[src/rtl/sao_params.svh]
/*
  Constants of the stream attribute override block: register offsets,
  field positions of the stream entry attribute slice, reset values.
  Assumes it is included by bare name by the top module.
*/
`ifndef SAO_PARAMS_SVH
`define SAO_PARAMS_SVH

// ==========================================================================
// register map (byte addresses)
`define SAO_REG_CTRL        12'h000
`define SAO_REG_CAP         12'h004
`define SAO_REG_COUNT       12'h008
`define SAO_REG_LAST        12'h00c
`define SAO_CTRL_PCIE_BIT   0
`define SAO_CTRL_CLR_BIT    1
`define SAO_CAP_TYPE_BIT    0
`define SAO_CAP_PERM_BIT    1
`define SAO_CTRL_RESET      1'b0

// ==========================================================================
// stream entry slice: bits [111:96] of the entry
`define SAO_STE_BASE        96
`define SAO_STE_ATTR_LO     96
`define SAO_STE_ATTR_HI     99
`define SAO_STE_MT_BIT      100
`define SAO_STE_ALLOC_LO    101
`define SAO_STE_ALLOC_HI    104
`define SAO_STE_SH_LO       108
`define SAO_STE_SH_HI       109
`define SAO_STE_NS_LO       110
`define SAO_STE_NS_HI       111

// ==========================================================================
// encodings
`define SAO_MT_DEV_NGNRNE   4'h0
`define SAO_SH_NSH          2'h0
`define SAO_SH_OSH          2'h2
`define SAO_SH_ISH          2'h3
`define SAO_SHOVR_INCOMING  2'h1
`define SAO_NSOVR_SECURE    2'h2
`define SAO_NSOVR_NONSEC    2'h3

`endif

[src/rtl/sao_pkg.sv]
/*
  Types of the stream attribute override block.
  Assumes sao_params.svh sits on the include path.
*/
package sao_pkg;

  // ========================================================================
  // transaction attributes
  typedef struct packed {
    logic [3:0] mem_type;
    logic       inner_ra;
    logic       inner_wa;
    logic       inner_tr;
    logic       outer_ra;
    logic       outer_wa;
    logic       outer_tr;
    logic [1:0] share;
    logic       ns;
  } sao_attr_t;

  typedef struct packed {
    sao_attr_t attr;
    logic      is_pcie;
    logic      s1_ns;
  } sao_txn_t;

  typedef struct packed {
    logic [15:0] word;
    logic        secure_table;
    logic        s1_enable;
    logic        s2_enable;
  } sao_ste_t;

  typedef struct packed {
    sao_attr_t attr;
    logic      s1_ns_out;
    logic      s2_ipa_ns;
    logic      s2_used;
  } sao_out_t;

  // ========================================================================
  // apb carrier
  typedef struct packed {
    logic        psel;
    logic        penable;
    logic        pwrite;
    logic [11:0] paddr;
    logic [31:0] pwdata;
  } sao_apb_req_t;

  typedef struct packed {
    logic [31:0] prdata;
    logic        pready;
    logic        pslverr;
  } sao_apb_rsp_t;

endpackage

[src/rtl/sao_top.sv]
/*
  Stream attribute override: takes a client transaction with the
  attribute slice of its stream entry and produces the overridden
  memory type, hints, shareability and security attribute one cycle
  later. Registers on APB. Assumes the stream table lookup has already
  supplied the entry slice and stage enables alongside the transaction.
*/
`timescale 1ns/1ps
`default_nettype none
`include "sao_params.svh"

module sao_top
  import sao_pkg::*;
#(
  parameter bit TYPE_OVR_CAP = 1'b1,
  parameter bit PERM_OVR_CAP = 1'b1,
  parameter int COUNT_W      = 32
) (
  input  wire logic         ref_clk,
  input  wire logic         reset_n,
  input  wire sao_apb_req_t apb_req,
  output var  sao_apb_rsp_t apb_rsp_q,
  input  wire logic         in_valid,
  input  wire sao_txn_t     in_txn,
  input  wire sao_ste_t     in_ste,
  output logic              out_valid_q,
  output var  sao_out_t     out_q
);

  initial begin
    if (COUNT_W < 1 || COUNT_W > 32) begin
      $error("COUNT_W must lie between 1 and 32");
    end
  end

  // ========================================================================
  // attribute helpers
  localparam int B = `SAO_STE_BASE;

  // reserved normal codes with no inner type fall to the strictest device
  function automatic logic [3:0] norm_type(input logic [3:0] t);
    if (t[3:2] != 2'h0 && t[1:0] == 2'h0) begin
      norm_type = `SAO_MT_DEV_NGNRNE;
    end else begin
      norm_type = t;
    end
  endfunction

  // one half of a normal type is write-back or write-through
  function automatic logic half_cacheable(input logic [3:0] t,
                                          input logic       outer);
    logic [1:0] h;
    h = outer ? t[3:2] : t[1:0];
    half_cacheable = (t[3:2] != 2'h0) && h[1];
  endfunction

  // ========================================================================
  // control register
  logic               pcie_apply_q;
  logic [COUNT_W-1:0] count_q;
  logic [12:0]        last_attr_q;
  logic               apb_wr;
  logic               apb_setup;

  assign apb_setup = apb_req.psel & ~apb_req.penable;
  assign apb_wr    = apb_req.psel & apb_req.penable & apb_rsp_q.pready
                   & apb_req.pwrite;

  always_ff @(posedge ref_clk) begin
    if (!reset_n) begin
      pcie_apply_q <= `SAO_CTRL_RESET;
    end else if (apb_wr && apb_req.paddr == `SAO_REG_CTRL) begin
      pcie_apply_q <= apb_req.pwdata[`SAO_CTRL_PCIE_BIT];
    end
  end

  // ========================================================================
  // apb answer: ready in the first access cycle
  function automatic logic mapped(input logic [11:0] a);
    mapped = (a == `SAO_REG_CTRL) || (a == `SAO_REG_CAP) ||
             (a == `SAO_REG_COUNT) || (a == `SAO_REG_LAST);
  endfunction

  logic [31:0] rd_data;

  always_comb begin
    rd_data = 32'h0000_0000;
    unique case (apb_req.paddr)
      `SAO_REG_CTRL: begin
        rd_data[`SAO_CTRL_PCIE_BIT] = pcie_apply_q;
      end
      `SAO_REG_CAP: begin
        rd_data[`SAO_CAP_TYPE_BIT] = TYPE_OVR_CAP;
        rd_data[`SAO_CAP_PERM_BIT] = PERM_OVR_CAP;
      end
      `SAO_REG_COUNT: begin
        rd_data[COUNT_W-1:0] = count_q;
      end
      `SAO_REG_LAST: begin
        rd_data[12:0] = last_attr_q;
      end
      default: begin
        rd_data = 32'h0000_0000;
      end
    endcase
  end

  always_ff @(posedge ref_clk) begin
    if (!reset_n) begin
      apb_rsp_q <= '0;
    end else if (apb_setup && !apb_rsp_q.pready) begin
      apb_rsp_q.pready  <= 1'b1;
      apb_rsp_q.pslverr <= ~mapped(apb_req.paddr);
      apb_rsp_q.prdata  <= apb_req.pwrite ? 32'h0000_0000 : rd_data;
    end else begin
      apb_rsp_q <= '0;
    end
  end

  // ========================================================================
  // override datapath
  sao_attr_t  inc;
  sao_attr_t  res;
  logic [3:0] mt_value;
  logic       mt_enable;
  logic [3:0] alloc;
  logic [1:0] sh_ovr;
  logic [1:0] ns_ovr;
  logic       ovr_ok;
  logic       t_eff;
  logic       any_cache;
  logic       s1_ns;

  always_comb begin
    inc       = in_txn.attr;
    mt_value  = in_ste.word[`SAO_STE_ATTR_HI-B:`SAO_STE_ATTR_LO-B];
    mt_enable = in_ste.word[`SAO_STE_MT_BIT-B];
    alloc     = in_ste.word[`SAO_STE_ALLOC_HI-B:`SAO_STE_ALLOC_LO-B];
    sh_ovr    = in_ste.word[`SAO_STE_SH_HI-B:`SAO_STE_SH_LO-B];
    ns_ovr    = in_ste.word[`SAO_STE_NS_HI-B:`SAO_STE_NS_LO-B];
    // capability off or pcie stream not covered: type, hint and shareability fields are ignored
    ovr_ok    = TYPE_OVR_CAP && (!in_txn.is_pcie || pcie_apply_q);
    res       = inc;
    res.mem_type = norm_type(inc.mem_type);
    if (ovr_ok && mt_enable) begin
      res.mem_type = norm_type(mt_value);
    end
    // hints
    t_eff = alloc[0] & (alloc[2] | alloc[1]);
    if (ovr_ok && alloc[3]) begin
      if (half_cacheable(res.mem_type, 1'b0)) begin
        res.inner_ra = alloc[2];
        res.inner_wa = alloc[1];
        res.inner_tr = t_eff;
      end
      if (half_cacheable(res.mem_type, 1'b1)) begin
        res.outer_ra = alloc[2];
        res.outer_wa = alloc[1];
        res.outer_tr = t_eff;
      end
    end
    // shareability
    any_cache = half_cacheable(res.mem_type, 1'b0) |
                half_cacheable(res.mem_type, 1'b1);
    if (!any_cache) begin
      res.share = `SAO_SH_OSH;
    end else if (ovr_ok && sh_ovr != `SAO_SHOVR_INCOMING) begin
      unique case (sh_ovr)
        2'h0:    res.share = `SAO_SH_NSH;
        2'h2:    res.share = `SAO_SH_OSH;
        default: res.share = `SAO_SH_ISH;
      endcase
    end
    // security attribute leaving stage 1
    s1_ns = inc.ns;
    if (in_ste.secure_table) begin
      if (in_ste.s1_enable) begin
        s1_ns = in_txn.s1_ns;
      end else if (PERM_OVR_CAP) begin
        unique case (ns_ovr)
          `SAO_NSOVR_SECURE: s1_ns = 1'b0;
          `SAO_NSOVR_NONSEC: s1_ns = 1'b1;
          default:           s1_ns = inc.ns;
        endcase
      end
    end
    res.ns = s1_ns;
  end

  always_ff @(posedge ref_clk) begin
    if (!reset_n) begin
      out_valid_q <= 1'b0;
    end else begin
      out_valid_q <= in_valid;
    end
  end

  always_ff @(posedge ref_clk) begin
    if (!reset_n) begin
      out_q <= '0;
    end else if (in_valid) begin
      out_q.attr      <= res;
      out_q.s1_ns_out <= s1_ns;
      out_q.s2_used   <= in_ste.secure_table & in_ste.s2_enable;
      // stage 2 address space picked by the stage 1 result
      out_q.s2_ipa_ns <= in_ste.secure_table & in_ste.s2_enable
                         ? s1_ns : 1'b0;
    end
  end

  // ========================================================================
  // status: transaction count and last result
  always_ff @(posedge ref_clk) begin
    if (!reset_n) begin
      count_q <= '0;
    end else if (in_valid) begin
      count_q <= count_q + {{(COUNT_W-1){1'b0}}, 1'b1};
    end else if (apb_wr && apb_req.paddr == `SAO_REG_CTRL &&
                 apb_req.pwdata[`SAO_CTRL_CLR_BIT]) begin
      count_q <= '0;
    end
  end

  always_ff @(posedge ref_clk) begin
    if (!reset_n) begin
      last_attr_q <= '0;
    end else if (in_valid) begin
      last_attr_q <= res;
    end
  end

endmodule
`default_nettype wire

[config.mk]
export PLATFORM = sky130hd
export DESIGN_NAME = sao_top
export DESIGN_NICKNAME = d
export VERILOG_FILES = /design/src/rtl/sao_pkg.sv /design/src/rtl/sao_top.sv
export VERILOG_INCLUDE_DIRS = /design/src /design/src/rtl
export SDC_FILE = /design/constraint.sdc
export NUM_CORES = 1
export LEC_CHECK = 0
export ABC_AREA = 1
export BUFFER_PORTS_ARGS = -buffer_cell sky130_fd_sc_hd__buf_2
export CORE_UTILIZATION = 55
export CTS_CLUSTER_SIZE = 8
export DETAILED_ROUTE_END_ITERATION = 10
export GPL_ROUTABILITY_DRIVEN = 1
export PLACE_DENSITY = 0.92
export SYNTH_ARGS = -nofsm -noshare
export SYNTH_HDL_FRONTEND = slang
export SYNTH_SLANG_ARGS = --single-unit
[constraint.sdc]
create_clock -name ref_clk -period 3.54 [get_ports ref_clk]
set_clock_uncertainty 0.1 [all_clocks]
set_input_delay 0.708 -clock ref_clk [delete_from_list [all_inputs] [get_ports ref_clk]]
set_output_delay 0.708 -clock ref_clk [all_outputs]
set_load 0.01 [all_outputs]
==> results.py <==
metrics = {
    "power": {
        "combPwrFrac_pct": 7.8,
        "swShare_pct": 23.2,
        "switching_power_uw": 426,
        "ir_worst_vdd_mv": 0.193,
        "seqPwrFrac_pct": 52.2,
        "p_leak_nw": 2.02,
        "p_per_area_nw_per_um2": 383,
        "clkPwrFrac_pct": 39.9,
        "p_int_mw": 1.41,
    },
    "routing": {
        "wl_per_cell_um": 14.2,
        "wl_met1_um": 4330,
        "routed.top_layer": "met4",
        "drt-initial-drc-count": 350,
        "wirelength_um": 11100,
        "first_pass_iters": 6,
        "wl_met2_um": 5320,
        "drt_drc_violations_left": 0,
        "wl_met3_um": 1050,
        "ant_nets": 0,
        "drt-vias-per-instance": 5.63,
        "via_count": 4397,
    },
    "timing": {
        "tightest_slew_ps": 925,
        "max_slew_margin_pct": 38.1,
        "setup_viol": 0,
        "period_needed_ps": 2440,
        "finalHoldViolCount": 0,
        "slew_viol_final": 0,
        "totalNegativeSetupSlack_ps": 0,
        "holdWs_ps": 366,
        "rsz0062_at_grt": "false",
        "fin_crit_sh_pct": 69.0,
        "maxClockFrequency_ghz": 0.409,
    },
    "layout": {
        "area_growth_pct": 16.9,
        "nets": 763,
        "antenna_cells": 0,
        "drive_above_1_share_pct": 24.8,
        "final_core_util_pct": 66.2,
        "final_cell_mix": "nand2_1 (145), buf_2 (101), dfxtp_1 (83)",
        "final_common_cell": "nand2_1",
        "stdcell_area_um2": 4800,
        "final_cells": 781,
    },
    "synth": {
        "muxShareOfSynthArea_pct": 0,
        "yosys_warnings": 0,
        "synthXorXnorAreaFrac_pct": 0,
        "synth_fp_nets": 670,
        "synth_top_family_by_area": "simple AND/OR/NAND/NOR gates",
        "synth_cells": 585,
        "synthAdderAreaFrac_pct": 0.305,
        "syn_area_um2": 4110,
        "synth-simple-area-share_pct": 36.6,
        "syn_area_per_cell_um2": 7.02,
        "synth_compound_area_share_pct": 13.1,
        "ys_ff_latch": 83,
        "synth.distinct_cells": 38,
        "yosysSeqAreaShare_pct": 40.4,
    },
    "clocking": {
        "hold_buffers": 0,
        "clock_path_buffers": 2,
        "ctsHtreeMaxLevel": 3,
        "cts_num_sinks": 83,
        "cts.clk_slew.worst_paths_ps": 80,
        "ctsResizeCount": 0,
        "cts_setup_buffers": 0,
        "numCtsBuffers": 9,
        "cts-root-buf": "clkbuf_8",
        "cts_tree": "yes",
        "insertion_delay_ps": 360,
    },
    "place": {
        "dpl-instance-area_um2": 4600,
        "gp_congestion": 0.908,
        "io_buffers": 101,
        "hpwl_um": 7930,
        "dp_cells": 766,
    },
    "min_path": {
        "holdCritPathClass": "reg -> reg",
        "hold_path.startpoint": "out_q[0]",
    },
    "grt": {
        "grtUsageTotal_pct": 30.0,
        "grt_pass1_vias": 4031,
        "antenna_found_initial": 0,
        "grt_pass1_wl_um": 18000,
        "grt_max_degree": 38,
        "gr-total-overflow": 0,
    },
    "die": {
        "ios": 135,
        "fp.dieW_um": 88.4,
        "die_h_um": 88.4,
        "start_util_pct": 56.6,
        "dieArea_um2": 7820,
        "core-area_um2": 7250,
        "num_rows": 31,
    },
    "critical_path": {
        "required_ps": 3650,
        "r2r-start": "count_q[0]",
        "cp-startpoint": "in_valid",
        "cp.arrival_ps": 2550,
        "crit_path_max_fanout": 37,
        "critPathLaunchType": "input pin",
        "worstSetupPathType": "in -> reg",
        "endpoint_kind": "flop",
    },
    "run_status": {
        "status": "finished, final reports clean",
    },
    "job": {
        "cap_violations": 0,
    },
}
cell families (layout without fill, tap and decap cells):
logic type,Yosys count,count (layout)
buffers and inverters,86,183
flip-flops,83,83
adder cells (fa/ha/maj),1,1
AO/OA/AOI/OAI,93,93
AND/OR/NAND/NOR,322,322
worst paths after layout:
check	cells past startpoint	to	slack, ps
max	6	count_q[8]	1100
min	2	out_q[0]	370
max reg2reg	10	count_q[20]	1390
min reg2reg	2	out_q[0]	370
per-layer routing:
layer  global-route usage (%)  vias to the layer above
met5                        0                        -
met4                     13.5                        0
met3                     6.81                       43
met2                     52.0                      261
met1                     35.4                     2003
li1                         -                     2090
through the flow:
step	setup slack [ps]	total power, mW
2_1_floorplan	1740	1.06
3_3_place_gp	899	1.12
3_5_place_dp	868	1.12
4_1_cts	1200	1.84
5_1_grt	975	1.90
6_report	1100	1.84
cell usage after synthesis (all sizes together):
cell type,n,area [um2]
nand3,49,273
o21ai,43,256
dlygate4sd1,1,8.76
dfxtp,83,1660
a22o,1,8.76
a21bo,1,10.0
inv,67,252
and3,1,6.26
nor2,90,409
a21oi,40,204
o211ai,3,22.5
nand2,152,598
ha,1,12.5
a211oi,1,7.51
buf,14,109
o31ai,2,15.0
nor3,12,97.6
a21boi,1,7.51
nand4,18,119
a31oi,1,6.26
clkbuf,4,25.0
worst max-delay path, cell delays in order:
cell and delay [ps]:
buf_2 560, inv_1 370, nand2_1 250, inv_1 340, nand2_1 210, a21oi_1 90
state kept, by name (all words and copies together) (netlist names):
| signal | cells |
|---|---|
| count_q | 32 |
| last_attr_q | 8 |
| pcie_apply_q | 1 |
| apb_rsp_q | 34 |
| out_valid_q | 1 |
| out_q | 7 |
final cells by class:
cell class / count / area, um2
fill: 604 / 2450
inverter: 67 / 251
sequential: 83 / 1660
clock buffer: 13 / 149
timing repair buffer: 101 / 505
tap: 99 / 124
clock inverter: 2 / 60.1
multi-input combinational: 416 / 2050
power by group through the flow:
stage / sequential [mW] / combinational, mW / clock [mW]
after floorplan: 0.985 / 0.0792 / 0
after global placement: 0.981 / 0.135 / 0
after detailed placement: 0.981 / 0.141 / 0
after CTS: 0.960 / 0.142 / 0.736
after global routing: 0.962 / 0.158 / 0.780
final: 0.961 / 0.144 / 0.734
(Power assumes the default switching activity.)
